[config.mk]
export PLATFORM = sky130hd
export DESIGN_NAME = ccm_clock_ctrl
export DESIGN_NICKNAME = d
export VERILOG_FILES = /design/src/hdl/ccm_pkg.sv /design/src/hdl/ccm_cpu_div.sv /design/src/hdl/ccm_clock_ctrl.sv
export SDC_FILE = /design/constraint.sdc
export NUM_CORES = 1
export LEC_CHECK = 0
export BUFFER_PORTS_ARGS = -buffer_cell sky130_fd_sc_hd__buf_2
export CORE_MARGIN = 3
export CORE_UTILIZATION = 45
export CTS_CLUSTER_DIAMETER = 200
export CTS_CLUSTER_SIZE = 40
export DETAILED_ROUTE_END_ITERATION = 12
export GPL_ROUTABILITY_DRIVEN = 0
export HOLD_SLACK_MARGIN = 0.12
export PLACE_DENSITY = 0.68
export SLEW_MARGIN = 10
export SYNTH_ARGS = -nofsm -noshare
export SYNTH_HDL_FRONTEND = slang
export SYNTH_HIERARCHICAL = 1
export SYNTH_SLANG_ARGS = --single-unit
[constraint.sdc]
create_clock -name clk -period 3.7 [get_ports clk]
set_input_delay 0.555 -clock clk [delete_from_list [all_inputs] [get_ports clk]]
set_output_delay 0.555 -clock clk [all_outputs]
set_load 0.02 [all_outputs]
[src/hdl/ccm_pkg.sv]
`default_nettype none
package ccm_pkg;
    // register byte offsets
    localparam logic [7:0] OFS_CTRL0  = 8'h00; // sys_clock_ctrl0
    localparam logic [7:0] OFS_CTRL1  = 8'h04; // sys_clock_ctrl1
    localparam logic [7:0] OFS_CTRL2  = 8'h08; // osc_stop_detect_ctrl
    localparam logic [7:0] OFS_PCLK   = 8'h0C; // periph_clock_select_reg
    localparam logic [7:0] OFS_ROC    = 8'h10; // onchip_osc_ctrl
    localparam logic [7:0] OFS_STATUS = 8'h14; // mode status, read only

    // sys_clock_ctrl0 fields
    localparam int B_CLOCK_OUTPUT_PIN_LO   = 0;
    localparam int B_CLOCK_OUTPUT_PIN_HI   = 1;
    localparam int B_PSTOP_WAIT  = 2;
    localparam int B_SUB_OSC_EN  = 4;
    localparam int B_MAIN_OFF    = 5;
    localparam int B_DIV8        = 6;
    localparam int B_SUB_SEL     = 7;
    // sys_clock_ctrl1 fields
    localparam int B_STOP_REQ    = 0;
    localparam int B_PLL_SEL     = 1;
    localparam int B_DIV_LO      = 6;
    localparam int B_DIV_HI      = 7;
    // osc_stop_detect_ctrl field
    localparam int B_ONCHIP_SEL  = 1;
    // periph_clock_select_reg field
    localparam int B_F1_OUT      = 5;
    // onchip_osc_ctrl field width
    localparam int ROC_FREQ_W    = 4;

    // values after reset: on-chip oscillator, divide by 16
    localparam logic [7:0] RST_CTRL0 = 8'h00;
    localparam logic [7:0] RST_CTRL1 = 8'hC0;
    localparam logic [7:0] RST_CTRL2 = 8'h02;
    localparam logic [7:0] RST_PCLK  = 8'h00;
    localparam logic [7:0] RST_ROC   = 8'h00;

    // divider terminal counts (ratio minus one)
    localparam logic [3:0] LIM_DIV1  = 4'h0;
    localparam logic [3:0] LIM_DIV2  = 4'h1;
    localparam logic [3:0] LIM_DIV4  = 4'h3;
    localparam logic [3:0] LIM_DIV8  = 4'h7;
    localparam logic [3:0] LIM_DIV16 = 4'hF;
    localparam logic [4:0] SUB_TIMER_CLOCK_LIM  = 5'h1F;
    localparam int         SYNC_LEN  = 3;

    // oscillator source indices
    typedef enum logic [1:0] {
        SRC_MAIN   = 2'h0,
        SRC_SUB    = 2'h1,
        SRC_ONCHIP = 2'h2,
        SRC_PLL    = 2'h3
    } ccm_src_t;

    // operating modes, one-hot
    typedef enum logic [8:0] {
        M_HIGH   = 9'h001,
        M_MEDIUM = 9'h002,
        M_PLL    = 9'h004,
        M_LOW    = 9'h008,
        M_LOWPWR = 9'h010,
        M_ROC    = 9'h020,
        M_ROC_LP = 9'h040,
        M_WAIT   = 9'h080,
        M_STOP   = 9'h100
    } ccm_mode_t;

    // avalon request from the master
    typedef struct packed {
        logic        read;
        logic        write;
        logic [7:0]  address;
        logic [31:0] writedata;
    } ccm_avl_req_t;

    // peripheral clock enables
    typedef struct packed {
        logic f1;
        logic f2;
        logic f8;
        logic f32;
    } ccm_fi_t;
endpackage
`default_nettype wire

[src/hdl/ccm_cpu_div.sv]
`default_nettype none
module ccm_cpu_div (
    // clock and reset
    input  wire logic       clk,
    input  wire logic       rst,
    // requested source and ratio
    input  wire logic [3:0] src_edge,
    input  wire logic [1:0] src_sel,
    input  wire logic [3:0] limit,
    input  wire logic       run,
    // cpu clock enable
    output logic            cpu_en
);
    logic [1:0] cur_src_r, cur_src_nxt;
    logic [3:0] cur_lim_r, cur_lim_nxt;
    logic [3:0] cnt_r,     cnt_nxt;
    logic       en_r,      en_nxt;
    logic       edge_now;

    // new source and ratio taken at a period boundary, or every cycle while run is low
    always_comb begin
        cur_src_nxt = cur_src_r;
        cur_lim_nxt = cur_lim_r;
        cnt_nxt     = cnt_r;
        en_nxt      = 1'b0;
        edge_now    = src_edge[cur_src_r];
        if (!run) begin
            cnt_nxt     = 4'h0;
            cur_src_nxt = src_sel;
            cur_lim_nxt = limit;
        end else if (edge_now) begin
            if (cnt_r >= cur_lim_r) begin
                cnt_nxt     = 4'h0;
                en_nxt      = 1'b1;
                cur_src_nxt = src_sel;  // no runt pulses
                cur_lim_nxt = limit;
            end else begin
                cnt_nxt = cnt_r + 4'h1;
            end
        end
    end

    // registers
    always_ff @(posedge clk or posedge rst) begin
        if (rst) begin
            cur_src_r <= ccm_pkg::SRC_ONCHIP;   // on-chip oscillator
            cur_lim_r <= ccm_pkg::LIM_DIV16;    // divide by 16
            cnt_r     <= 4'h0;
            en_r      <= 1'b0;
        end else begin
            cur_src_r <= cur_src_nxt;
            cur_lim_r <= cur_lim_nxt;
            cnt_r     <= cnt_nxt;
            en_r      <= en_nxt;
        end
    end

    assign cpu_en = en_r;
endmodule
`default_nettype wire

[src/hdl/ccm_clock_ctrl.sv]
// The register addresses and the Avalon-MM slave port were chosen for this implementation.
`default_nettype none
module ccm_clock_ctrl (
    // clock and reset
    input  wire logic                 clk,
    input  wire logic                 rst,
    // avalon-mm slave
    input  wire ccm_pkg::ccm_avl_req_t avl_req,
    output logic [31:0]               avl_readdata,
    output logic                      avl_waitrequest,
    // oscillator levels from the pads
    input  wire logic                 main_osc,
    input  wire logic                 sub_osc,
    input  wire logic                 onchip_osc,
    input  wire logic                 pll_osc,
    // power control from the cpu, same clock
    input  wire logic                 wait_req,
    input  wire logic                 wake,
    // general port data for the shared pin
    input  wire logic                 port9_bit0_out,
    input  wire logic                 port9_bit0_oe_n,
    // oscillator enables
    output logic                      main_osc_run,
    output logic                      sub_osc_run,
    output logic                      onchip_osc_run,
    output logic [3:0]                onchip_osc_freq_sel,
    // generated clock enables
    output logic                      cpu_clk_en,
    output ccm_pkg::ccm_fi_t          fi_en,
    output ccm_pkg::ccm_fi_t          fsio_en,
    output logic                      converter_clock,
    output logic                      sub_timer_clock,
    // clock output pin
    output logic                      clock_output_pin,
    output logic                      clock_output_oe_n,
    // current mode
    output ccm_pkg::ccm_mode_t        mode
);
    // decode a register field into a divider terminal count
    function automatic logic [3:0] div_limit(input logic d8,
                                             input logic [1:0] fld);
        if (d8) begin
            div_limit = ccm_pkg::LIM_DIV8;
        end else begin
            unique case (fld)
                2'b00: div_limit = ccm_pkg::LIM_DIV1;
                2'b01: div_limit = ccm_pkg::LIM_DIV2;
                2'b10: div_limit = ccm_pkg::LIM_DIV4;
                2'b11: div_limit = ccm_pkg::LIM_DIV16;
            endcase
        end
    endfunction

    // register file and pad state
    logic [7:0]             ctrl0_r, ctrl0_nxt;
    logic [7:0]             ctrl1_r, ctrl1_nxt;
    logic [7:0]             ctrl2_r, ctrl2_nxt;
    logic [7:0]             pclk_r,  pclk_nxt;
    logic [7:0]             roc_r,   roc_nxt;
    logic                   wreq_r,  wreq_nxt;
    logic [31:0]            rdata_r, rdata_nxt;
    logic [3:0][2:0]        sync_r,  sync_nxt;
    logic [3:0]             lvl_r,   lvl_nxt;
    logic [3:0]             edge_r,  edge_nxt;
    ccm_pkg::ccm_mode_t     mode_r,  mode_nxt;
    logic [4:0]             pcnt_r,  pcnt_nxt;
    logic [4:0]             ccnt_r,  ccnt_nxt;
    ccm_pkg::ccm_fi_t       fi_r,    fi_nxt;
    logic                   fad_r,   fad_nxt;
    logic                   sub_timer_clock_r,  sub_timer_clock_nxt;
    logic                   pin_r,   pin_nxt;
    logic                   oe_n_r,  oe_n_nxt;
    logic                   run_r,   run_nxt;
    logic [2:0]             osc_en_r, osc_en_nxt;
    logic [1:0]             cpu_src;
    logic [3:0]             cpu_lim;
    logic                   take;
    logic                   stopped;
    logic                   p_edge;
    logic                   p_gate;
    logic [2:0]             out_code;
    logic                   div_cpu_en;

    // bus handshake: one wait cycle, then the access takes effect
    assign take = (avl_req.read | avl_req.write) & ~wreq_r;
    always_comb begin
        wreq_nxt  = ~((avl_req.read | avl_req.write) & wreq_r);
        rdata_nxt = 32'h0000_0000;
        unique case (avl_req.address)
            ccm_pkg::OFS_CTRL0:  rdata_nxt[7:0] = ctrl0_r;
            ccm_pkg::OFS_CTRL1:  rdata_nxt[7:0] = ctrl1_r;
            ccm_pkg::OFS_CTRL2:  rdata_nxt[7:0] = ctrl2_r;
            ccm_pkg::OFS_PCLK:   rdata_nxt[7:0] = pclk_r;
            ccm_pkg::OFS_ROC:    rdata_nxt[7:0] = roc_r;
            ccm_pkg::OFS_STATUS: rdata_nxt[8:0] = mode_r;
            default:             rdata_nxt      = 32'h0000_0000;
        endcase
    end

    // register writes and hardware updates of control bits
    always_comb begin
        ctrl0_nxt = ctrl0_r;
        ctrl1_nxt = ctrl1_r;
        ctrl2_nxt = ctrl2_r;
        pclk_nxt  = pclk_r;
        roc_nxt   = roc_r;
        // wake from stop clears the stop bit
        if (wake && mode_r == ccm_pkg::M_STOP) begin
            ctrl1_nxt[ccm_pkg::B_STOP_REQ] = 1'b0;
        end
        if (take && avl_req.write) begin
            unique case (avl_req.address)
                ccm_pkg::OFS_CTRL0: begin
                    ctrl0_nxt = avl_req.writedata[7:0];
                    if (mode_r == ccm_pkg::M_LOWPWR) begin
                        // div8 held in low power mode
                        ctrl0_nxt[ccm_pkg::B_DIV8] =
                            ctrl0_r[ccm_pkg::B_DIV8];
                    end
                    if (mode_r == ccm_pkg::M_LOW &&
                        avl_req.writedata[ccm_pkg::B_MAIN_OFF]) begin
                        ctrl0_nxt[ccm_pkg::B_DIV8] = 1'b1;
                    end
                end
                ccm_pkg::OFS_CTRL1: begin
                    ctrl1_nxt = avl_req.writedata[7:0];
                    // pll only taken from high speed mode
                    if (mode_r != ccm_pkg::M_HIGH &&
                        mode_r != ccm_pkg::M_PLL) begin
                        ctrl1_nxt[ccm_pkg::B_PLL_SEL] = 1'b0;
                    end
                    if (avl_req.writedata[ccm_pkg::B_STOP_REQ]) begin
                        // pll must be left before stop
                        if (mode_r == ccm_pkg::M_PLL) begin
                            ctrl1_nxt[ccm_pkg::B_STOP_REQ] = 1'b0;
                        end
                        if (mode_r == ccm_pkg::M_HIGH ||
                            mode_r == ccm_pkg::M_MEDIUM ||
                            mode_r == ccm_pkg::M_ROC ||
                            mode_r == ccm_pkg::M_ROC_LP) begin
                            ctrl0_nxt[ccm_pkg::B_DIV8] = 1'b1;
                        end
                    end
                end
                ccm_pkg::OFS_CTRL2: ctrl2_nxt = avl_req.writedata[7:0];
                ccm_pkg::OFS_PCLK:  pclk_nxt  = avl_req.writedata[7:0];
                ccm_pkg::OFS_ROC:   roc_nxt   = avl_req.writedata[7:0];
                default:            ;
            endcase
        end
    end

    // pad synchronisers; a level counts once stages two and three agree
    always_comb begin
        for (int i = 0; i < 4; i++) begin
            sync_nxt[i] = {sync_r[i][1:0], 1'b0};
        end
        sync_nxt[0][0] = main_osc;
        sync_nxt[1][0] = sub_osc;
        sync_nxt[2][0] = onchip_osc;
        sync_nxt[3][0] = pll_osc;
        for (int i = 0; i < 4; i++) begin
            lvl_nxt[i]  = lvl_r[i];
            edge_nxt[i] = 1'b0;
            if (sync_r[i][1] == sync_r[i][2]) begin
                lvl_nxt[i]  = sync_r[i][2];
                edge_nxt[i] = sync_r[i][2] & ~lvl_r[i];
            end
        end
    end

    // operating mode from the control bits and power requests
    always_comb begin
        if (ctrl1_r[ccm_pkg::B_STOP_REQ]) begin
            mode_nxt = ccm_pkg::M_STOP;
        end else if (wait_req && mode_r != ccm_pkg::M_PLL) begin
            mode_nxt = ccm_pkg::M_WAIT;
        end else if (ctrl0_r[ccm_pkg::B_SUB_SEL]) begin
            mode_nxt = ctrl0_r[ccm_pkg::B_MAIN_OFF] ?
                       ccm_pkg::M_LOWPWR : ccm_pkg::M_LOW;
        end else if (ctrl2_r[ccm_pkg::B_ONCHIP_SEL]) begin
            mode_nxt = ctrl0_r[ccm_pkg::B_MAIN_OFF] ?
                       ccm_pkg::M_ROC_LP : ccm_pkg::M_ROC;
        end else if (ctrl1_r[ccm_pkg::B_PLL_SEL]) begin
            mode_nxt = ccm_pkg::M_PLL;
        end else if (cpu_lim == ccm_pkg::LIM_DIV1) begin
            mode_nxt = ccm_pkg::M_HIGH;
        end else begin
            mode_nxt = ccm_pkg::M_MEDIUM;
        end
    end

    // cpu source: sub overrides, then on-chip, then pll, else main
    always_comb begin
        cpu_lim = div_limit(ctrl0_r[ccm_pkg::B_DIV8],
                            ctrl1_r[ccm_pkg::B_DIV_HI:ccm_pkg::B_DIV_LO]);
        if (ctrl0_r[ccm_pkg::B_SUB_SEL]) begin
            cpu_src = ccm_pkg::SRC_SUB;
            cpu_lim = ccm_pkg::LIM_DIV1;
        end else if (ctrl2_r[ccm_pkg::B_ONCHIP_SEL]) begin
            cpu_src = ccm_pkg::SRC_ONCHIP;
        end else if (ctrl1_r[ccm_pkg::B_PLL_SEL]) begin
            cpu_src = ccm_pkg::SRC_PLL;
            cpu_lim = ccm_pkg::LIM_DIV1;
        end else begin
            cpu_src = ccm_pkg::SRC_MAIN;
        end
    end

    // oscillator enables follow the control bits on the same edge
    assign osc_en_nxt = {~ctrl0_nxt[ccm_pkg::B_MAIN_OFF],
                         ctrl0_nxt[ccm_pkg::B_SUB_OSC_EN],
                         ctrl2_nxt[ccm_pkg::B_ONCHIP_SEL]} &
                        {3{~ctrl1_nxt[ccm_pkg::B_STOP_REQ]}};

    // cpu clock stops in wait and stop; a source being switched off
    // makes the divider reload at once, as no old edge will come
    assign stopped = (mode_r == ccm_pkg::M_STOP);
    assign run_nxt = ~stopped & (mode_r != ccm_pkg::M_WAIT) &
                     ~|(osc_en_r & ~osc_en_nxt);

    ccm_cpu_div u_cpu_div (
        .clk      (clk),
        .rst      (rst),
        .src_edge (edge_r),
        .src_sel  (cpu_src),
        .limit    (cpu_lim),
        .run      (run_r),
        .cpu_en   (div_cpu_en)
    );

    // peripheral clocks from main, pll or on-chip, with gating
    always_comb begin
        if (ctrl2_r[ccm_pkg::B_ONCHIP_SEL]) begin
            p_edge = edge_r[ccm_pkg::SRC_ONCHIP];
        end else if (ctrl1_r[ccm_pkg::B_PLL_SEL]) begin
            p_edge = edge_r[ccm_pkg::SRC_PLL];
        end else begin
            p_edge = edge_r[ccm_pkg::SRC_MAIN];
        end
        p_gate = stopped | (mode_r == ccm_pkg::M_LOWPWR) |
                 ((mode_r == ccm_pkg::M_WAIT) &
                  ctrl0_r[ccm_pkg::B_PSTOP_WAIT]);
        pcnt_nxt = pcnt_r;
        fi_nxt   = '0;
        fad_nxt  = 1'b0;
        if (p_edge && !p_gate) begin
            pcnt_nxt   = pcnt_r + 5'h01;
            fi_nxt.f1  = 1'b1;
            fi_nxt.f2  = pcnt_r[0];
            fi_nxt.f8  = &pcnt_r[2:0];
            fi_nxt.f32 = &pcnt_r;
            fad_nxt    = 1'b1;
        end
    end

    // sub timer clock, sub clock divided by 32, only while it runs
    always_comb begin
        ccnt_nxt = ccnt_r;
        sub_timer_clock_nxt = 1'b0;
        if (edge_r[ccm_pkg::SRC_SUB] && sub_osc_run && !stopped) begin
            ccnt_nxt = ccnt_r + 5'h01;
            sub_timer_clock_nxt = (ccnt_r == ccm_pkg::SUB_TIMER_CLOCK_LIM);
        end
    end

    // clock output pin: toggles on the selected enable
    assign out_code = {pclk_r[ccm_pkg::B_F1_OUT],
                       ctrl0_r[ccm_pkg::B_CLOCK_OUTPUT_PIN_HI],
                       ctrl0_r[ccm_pkg::B_CLOCK_OUTPUT_PIN_LO]};
    always_comb begin
        pin_nxt  = pin_r;
        oe_n_nxt = 1'b0;
        unique case (out_code)
            3'h1: pin_nxt = pin_r ^ edge_r[ccm_pkg::SRC_SUB];
            3'h2: pin_nxt = pin_r ^ fi_nxt.f8;
            3'h3: pin_nxt = pin_r ^ fi_nxt.f32;
            3'h4: pin_nxt = pin_r ^ fi_nxt.f1;
            default: begin
                // port mode; forbidden codes fall back to the port
                pin_nxt  = port9_bit0_out;
                oe_n_nxt = port9_bit0_oe_n;
            end
        endcase
    end

    // registers
    always_ff @(posedge clk or posedge rst) begin
        if (rst) begin
            ctrl0_r <= ccm_pkg::RST_CTRL0;
            ctrl1_r <= ccm_pkg::RST_CTRL1;
            ctrl2_r <= ccm_pkg::RST_CTRL2;
            pclk_r  <= ccm_pkg::RST_PCLK;
            roc_r   <= ccm_pkg::RST_ROC;
            wreq_r  <= 1'b1;
            rdata_r <= 32'h0000_0000;
            sync_r  <= '0;
            lvl_r   <= 4'h0;
            edge_r  <= 4'h0;
            mode_r  <= ccm_pkg::M_ROC;
            pcnt_r  <= 5'h00;
            ccnt_r  <= 5'h00;
            fi_r    <= '0;
            fad_r   <= 1'b0;
            sub_timer_clock_r  <= 1'b0;
            pin_r   <= 1'b0;
            oe_n_r  <= 1'b1;
            run_r   <= 1'b0;
            osc_en_r <= {~ccm_pkg::RST_CTRL0[ccm_pkg::B_MAIN_OFF],
                         ccm_pkg::RST_CTRL0[ccm_pkg::B_SUB_OSC_EN],
                         ccm_pkg::RST_CTRL2[ccm_pkg::B_ONCHIP_SEL]};
        end else begin
            ctrl0_r <= ctrl0_nxt;
            ctrl1_r <= ctrl1_nxt;
            ctrl2_r <= ctrl2_nxt;
            pclk_r  <= pclk_nxt;
            roc_r   <= roc_nxt;
            wreq_r  <= wreq_nxt;
            rdata_r <= rdata_nxt;
            sync_r  <= sync_nxt;
            lvl_r   <= lvl_nxt;
            edge_r  <= edge_nxt;
            mode_r  <= mode_nxt;
            pcnt_r  <= pcnt_nxt;
            ccnt_r  <= ccnt_nxt;
            fi_r    <= fi_nxt;
            fad_r   <= fad_nxt;
            sub_timer_clock_r  <= sub_timer_clock_nxt;
            pin_r   <= pin_nxt;
            oe_n_r  <= oe_n_nxt;
            run_r   <= run_nxt;
            osc_en_r <= osc_en_nxt;
        end
    end

    // outputs
    assign avl_readdata        = rdata_r;
    assign avl_waitrequest     = wreq_r;
    assign main_osc_run        = osc_en_r[2];
    assign sub_osc_run         = osc_en_r[1];
    assign onchip_osc_run      = osc_en_r[0];
    assign onchip_osc_freq_sel = roc_r[ccm_pkg::ROC_FREQ_W-1:0];
    assign cpu_clk_en          = div_cpu_en;
    assign fi_en               = fi_r;
    assign fsio_en             = fi_r;
    assign converter_clock     = fad_r;
    assign sub_timer_clock     = sub_timer_clock_r;
    assign clock_output_pin    = pin_r;
    assign clock_output_oe_n   = oe_n_r;
    assign mode                = mode_r;
endmodule
`default_nettype wire

==> results of run 1 <==
-- final timing paths --
| check | start | to | slack [ns] | cells after the start |
|---|---|---|---|---|
| worst max-delay path | mode[4]$_DFF_PP0_ | run_r$_DFF_PP0_ | 1.47 | 5 |
| min in group clk | sub_osc | sync_nxt[4]$_DFF_PP0_ | 0.31 | 1 |
| worst max register to register | mode[4]$_DFF_PP0_ | run_r$_DFF_PP0_ | 1.47 | 5 |
| max in group asynchronous | rst | clock_output_oe_n$_DFF_PP1_ | 2.54 | 3 |
| worst min-delay path | rst | u_cpu_div/cnt_r[3]$_DFFE_PP0P_ | 0.23 | 2 |
| worst min register to register | sync_nxt[7]$_DFF_PP0_ | sync_nxt[8]$_DFF_PP0_ | 0.35 | 0 |
-- worst max-delay path, delay by kind of cell (launching register included) --
kind / cells / cell delay [ns]
AOI/OAI and AO/OA: 2 / 0.48
DFF: 1 / 0.50
and+or+nand+nor: 3 / 1.14
-- cells by family (layout without fill, tap and decap cells) --
group | after synthesis | in the layout | share of synthesized area
AOI/OAI and AO/OA | 64 | 64 | 0.09031
xor gates and xnor gates | 9 | 9 | 0.01546
adders and majority gates | 10 | 10 | 0.02454
buffers and inverters | 61 | 103 | 0.07264
DFF | 111 | 111 | 0.5480
muxes | 48 | 48 | 0.1119
other | 1 | 23 | 0.0007355
and+or+nand+nor | 125 | 125 | 0.1364
-- power breakdown --
part	internal (µW)	total [µW]	switching, µW
clock network	664	1100	439
registers	1300	1380	75.8
logic	131	318	187
total	2100	2800	701
-- routing by layer --
layer  track usage  vias up  wire (µm)
met2        0.2952      120       5323
met5             0        -          0
met3       0.03558       17        699
met1        0.2457     1775       4646
met4       0.07212        0        219
li1              -     1611          -
-- metrics by stage --
stage / util / power (µW)
2_1_floorplan: - / 1642
3_3_place_gp: 0.4952 / 1697
3_5_place_dp: 0.4952 / 1719
4_1_cts: 0.5269 / 2820
5_1_grt: 0.5269 / 2937
6_report: 0.5269 / 2797
-- final cells by class --
class	count	area, µm²
fillers	974	5174
flip-flops and latches	111	2794
multi-input cells	279	2017
repair buffers	70	360.3
clock buffers	9	225.2
well taps	140	175.2
clock inverters	7	121.4
inverters	17	68.82
-- cell usage after synthesis (4+ instances only) --
library cell / n
xnor2_1: 6
and3_1: 11
clkbuf_1: 6
o21ai_0: 13
dfstp_2: 13
a22oi_1: 24
ha_1: 10
inv_1: 16
nor3b_1: 4
nor4_1: 4
dfrtp_1: 98
nand2_1: 25
nand3_1: 16
mux2_4: 6
and2_1: 6
nor2_1: 20
a21oi_1: 5
buf_4: 34
mux2_2: 38
nand4_1: 9
nor3_1: 8
-- placed cells by master, fill, tap and decap left out, types with 4 or more instances in the layout --
cell	netlist	routed
a22oi_1	24	24
buf_4	34	4
nor4_1	4	4
and3_1	11	11
nor3b_1	4	4
xnor2_1	6	6
ha_1	10	10
mux2_4	6	6
nand2_1	25	25
nand4_1	9	9
conb_1	1	23
nor2_1	20	20
buf_2	3	66
dfstp_2	13	13
clkbuf_16	0	9
mux2_2	38	38
dfrtp_1	98	98
inv_1	16	15
nand3_1	16	16
o21ai_0	13	13
and2_1	6	6
nor3_1	8	8
a21oi_1	5	5
-- registers in the layout, summed over array words and instances, names as in the netlist, 5 cells and up --
| name | flops |
|---|---|
| ctrl2_r | 8 |
| sync_nxt | 8 |
| roc_r | 8 |
| mode | 9 |
| pcnt_r | 5 |
| avl_readdata | 9 |
| ccnt_r | 5 |
| pclk_r | 8 |
| ctrl0_r | 8 |
| ctrl1_r | 8 |
==> reports/metrics.cfg, run 1 <==
[run_status]
status=completed

[floorplanning]
ios=114
std_cell_rows=38
coreArea_um2=10940
die_y_um=112.4
fp.dieW_um=112.4
initial_utilization=0.4662
die-area_um2=12640

[drt]
antenna_left=0
viasPerCell=5.566
firstDrtPassIters=4
wire_per_inst_um=17.20
vias=3523
drt_iter0_drc=197
wirelength_um=10890
drc=0

[timing]
fin_skew_ns=0.006880
hold_ws_ns=0.2291
setup_ws_ns=1.467
fin_crit_sh=0.6036
relSlewSlack=0.4065
hold_viol=0
fmax_ghz=0.4478
drv_slew=0
rsz0062_at_grt=no
setup_viol=0
worst_pin_slew_ns=0.8854
period_needed_ns=2.233
setup_tns_ns=0

[finish]
final_cell_area_um2=5762
n_antenna_cell=0
drive_gt1_frac=0.3164
nets=550
syn2layout_area_growth_pct=13.01
finalNonFillerCells=633

[yosys]
ys.flop_type=dfrtp_1
synth_area_leaders=dfrtp_1 48%, mux2_2 8.4%, dfstp_2 6.7%, buf_4 5.0%, a22oi_1 3.5%
async_reset_ff_frac=1.000
synth_area_leader_cell=dfrtp_1
synth_edf_count=0
yosysUniqueCellTypes=58
yosys_register_bits=111
synth_sequential_area_ratio=0.5480
syn_area_per_cell_um2=11.88
synth_cells=429
ys.warnings.count=6
synth.top_cell.area_share=0.4810
netlist_area_um2=5099

[pwr]
leakage_uw=0.002869
powerDensity_nw_per_um2=485.5
ir_worst_vdd_mv=0.2011

[flow_run]
max-cap-violations=0

[clocking]
clkTransAtPathRegs_ns=0.07
numCtsBuffers=9
clock_sinks=111
clk_latency_ns=0.35
htreeDepth=3
max-clock-path-buffers=2
tritoncts=done
clock-root-buffer=clkbuf_16
postCtsSetupBuffers=0
hold_buffers=0
ctsResizeCount=0

[placement]
dp.cells=617
dpl_cell_area_um2=5415
dpl_worst_slack_ns=1.129
port_buffers=66
dp_hpwl_um=7899

[worst_setup_path]
crit_fanout=9
critical-path-max-stage-delay_ns=0.52
cpMaxStageDelayCell=nor4_1
critPathKind=reg2reg
critPathCaptureType=register
cp_data_arrival_time_ns=2.46
crit_path_cell_trace=nor4_1 -> nand4_1 -> and4_1 -> o21a_1 -> a2111oi_2
start_kind=register
cp_data_required_time_ns=3.93

[grt]
grt_pass1_wl_um=18440
grt_pass1_vias=3659
grt_max_degree=58
grt_overflow=0
antenna_found_initial=0
grt_usage=0.1831

[min_path]
hp-class=in2async

Power figures use the tool's default switching activity.
==> run 2: changes to the inputs <==
==> constraint.sdc (replaced) <==
create_clock -name clk -period 2.2 [get_ports clk]
set_input_delay 0.33 -clock clk [delete_from_list [all_inputs] [get_ports clk]]
set_output_delay 0.33 -clock clk [all_outputs]
set_load 0.02 [all_outputs]
==> reports/metrics.cfg, run 2 (same netlist as run 1, synthesis figures left out) <==
[worst_setup_path]
critical-path-max-stage-delay_ns=0.43  ; -0.09 ns
r2r-end=clock_output_pin$_DFF_PP0_
critPathKind=reg2reg
crit_path_cell_trace=ha_1 -> and3_1 -> ha_1 -> mux2i_1 -> o21ai_0 -> and4b_1 -> or3_1
crit_fanout=4  ; -5
cpMaxStageDelayCell=dfrtp_1
cp_data_arrival_time_ns=2.22  ; -0.24 ns
cp_data_required_time_ns=2.43  ; -1.50 ns
timing.reg2reg.setup_slack_ns=0.21  ; -1.25 ns
reg2reg_depth=7  ; +2
critPathCaptureType=register
start_kind=register
timing.rr.start=pcnt_r[0]$_DFFE_PP0P_
cpMostUsedCell=ha_1

[clocking]
max-clock-path-buffers=2  ; unchanged
clkTransAtPathRegs_ns=0.07  ; about the same
tritoncts=done
clock_sinks=111  ; unchanged
clock-root-buffer=clkbuf_16
htreeDepth=3  ; unchanged
clk_latency_ns=0.35  ; about the same
numCtsBuffers=9  ; unchanged

[grt]
grt_overflow=0  ; unchanged
grt_pass1_wl_um=18490  ; +0.27%
grt_usage=0.1839  ; +0.0007409
antenna_found_initial=0  ; unchanged
grt_max_degree=36  ; -38%
grt_pass1_vias=3664  ; +0.14%

[timing]
worst_pin_slew_ns=0.5832  ; -0.3022 ns
setup_tns_ns=0  ; unchanged
setup_viol=0  ; unchanged
relSlewSlack=0.6104  ; +0.2039
rsz0062_at_grt=no
period_needed_ns=1.988  ; -0.2456 ns
hold_viol=0  ; unchanged
fmax_ghz=0.5031  ; +12%
drv_slew=0  ; unchanged
fin_skew_ns=0.005981  ; -0.0008986 ns
setup_ws_ns=0.2123  ; -1.254 ns
fin_crit_sh=0.9035  ; +0.2999

[drt]
drt_iter0_drc=194  ; -1.5%
vias=3528  ; +0.14%
wirelength_um=11040  ; +1.3%
viasPerCell=5.394  ; -3.1%
antenna_left=0  ; unchanged
wire_per_inst_um=16.87  ; -1.9%
drc=0  ; unchanged
firstDrtPassIters=4  ; unchanged

[floorplanning]
coreArea_um2=10940  ; unchanged
ios=114  ; unchanged
initial_utilization=0.4662  ; unchanged
die-area_um2=12640  ; unchanged
fp.dieW_um=112.4  ; unchanged
std_cell_rows=38  ; unchanged
die_y_um=112.4  ; unchanged

[pwr]
power.switching_uw=1175  ; +68%
leakage_uw=0.002954  ; +3.0%
powerDensity_nw_per_um2=757.3  ; +56%
clkPwrFrac=0.356  ; -0.038
ir_worst_vdd_mv=0.3992  ; +99%
swShare=0.2630  ; +0.01235
total_power_uw=4467  ; +60%
seqPwrFrac=0.518  ; +0.026
power.internal_uw=3292  ; +57%
p_comb_frac=0.126  ; +0.012

[min_path]
hold_depth=2
hold_end=avl_waitrequest$_DFF_PP1_
hp-class=in2reg
hp-start=avl_req[41]

[placement]
dp_hpwl_um=8016  ; +1.5%
dpl_worst_slack_ns=0.1676  ; -0.9612 ns
port_buffers=66  ; unchanged

[finish]
multi_input_area_um2=2023  ; +0.31%
syn2layout_area_growth_pct=15.71
num-fill-cells=970  ; -0.41%
final_common_cell=dfrtp_1
regArea_um2=2794  ; unchanged
layout_common_cells=98 x dfrtp_1, 66 x buf_2, 38 x mux2_2
nets=571  ; +3.8%
n_antenna_cell=0  ; unchanged
drive_gt1_frac=0.3366  ; +0.02015

[run_status]
status=completed

[flow_run]
max-cap-violations=0  ; unchanged

==> run 2: cell types whose count changed in the layout (fill, tap and decap cells not counted), moves of 2 or more <==
| cell | before | now |
|---|---|---|
| dlygate4sd3_1 | 0 | 5 |
| bufinv_16 | 3 | 0 |
| clkinv_4 | 3 | 1 |
| clkbuf_8 | 0 | 3 |
| buf_4 | 4 | 19 |
==> run 2: final cells by class <==
cell class | instances | area share
Timing Repair Buffer | 91 | 0.09205
Tap cell | 140 | 0.02969
Inverter | 17 | 0.01188
Multi-Input combinational cell | 279 | 0.3429
Clock inverter | 4 | 0.004666
Clock buffer | 12 | 0.04518
Sequential cell | 111 | 0.4736
==> run 2: worst max path at each step <==
stage | startpoint | to | slack, ns | depth (start not counted)
floorplan | mode[4]$_DFF_PP0_ | run_r$_DFF_PP0_ | 0.27 | 5
global placement | avl_req[37] | run_r$_DFF_PP0_ | 0.17 | 6
detailed placement | avl_req[37] | run_r$_DFF_PP0_ | 0.17 | 6
CTS | mode[3]$_DFF_PP0_ | run_r$_DFF_PP0_ | 0.17 | 5
global route | mode[4]$_DFF_PP0_ | run_r$_DFF_PP0_ | 0.04 | 6
finish | pcnt_r[0]$_DFFE_PP0P_ | clock_output_pin$_DFF_PP0_ | 0.21 | 7
==> run 2: timing repair <==
| item | CTS | global route |
|---|---|---|
| resized for setup | 0 | 1 |
| setup buffers | 0 | 0 |
| hold buffers | 5 | 0 |
| endpoints found under the setup margin | 0 | 1 |
| hold endpoints to repair | 26 | 0 |
==> run 2: worst max-delay path: cells and delay by family, from the launching register on <==
kind,cells,cell delay [ns]
muxes,1,0.17
and+or+nand+nor,3,0.70
adders and majority gates,2,0.42
DFF,1,0.43
AOI/OAI and AO/OA,1,0.15
==> run 2: power by group through the flow <==
stage / Combinational [µW] / Clock (µW) / Sequential [µW]
global placement: 526 / 0 / 2340
global route: 640 / 1720 / 2340
floorplan: 430 / 0 / 2330
detailed placement: 559 / 0 / 2350
finish: 564 / 1590 / 2310
CTS: 570 / 1620 / 2310
==> run 2: per-layer routing <==
| layer | share of wire | vias up | GRT usage |
|---|---|---|---|
| met3 | 0.069 | 13 | 0.04043 |
| met1 | 0.43 | 1744 | 0.2479 |
| met2 | 0.49 | 124 | 0.2972 |
| li1 | - | 1647 | - |
| met5 | 0 | - | 0 |
| met4 | 0.012 | 0 | 0.06090 |
==> run 2: through the flow <==
stage,std cells,utilization,area (µm²),hold slack [ns]
global placement,633,0.5074,5549,0.3343
floorplan,451,-,5185,0.1789
finish,654,0.5395,5899,0.1324
detailed placement,633,0.5074,5549,0.3363
CTS,654,0.5389,5893,0.1242
global route,654,0.5395,5899,0.1350
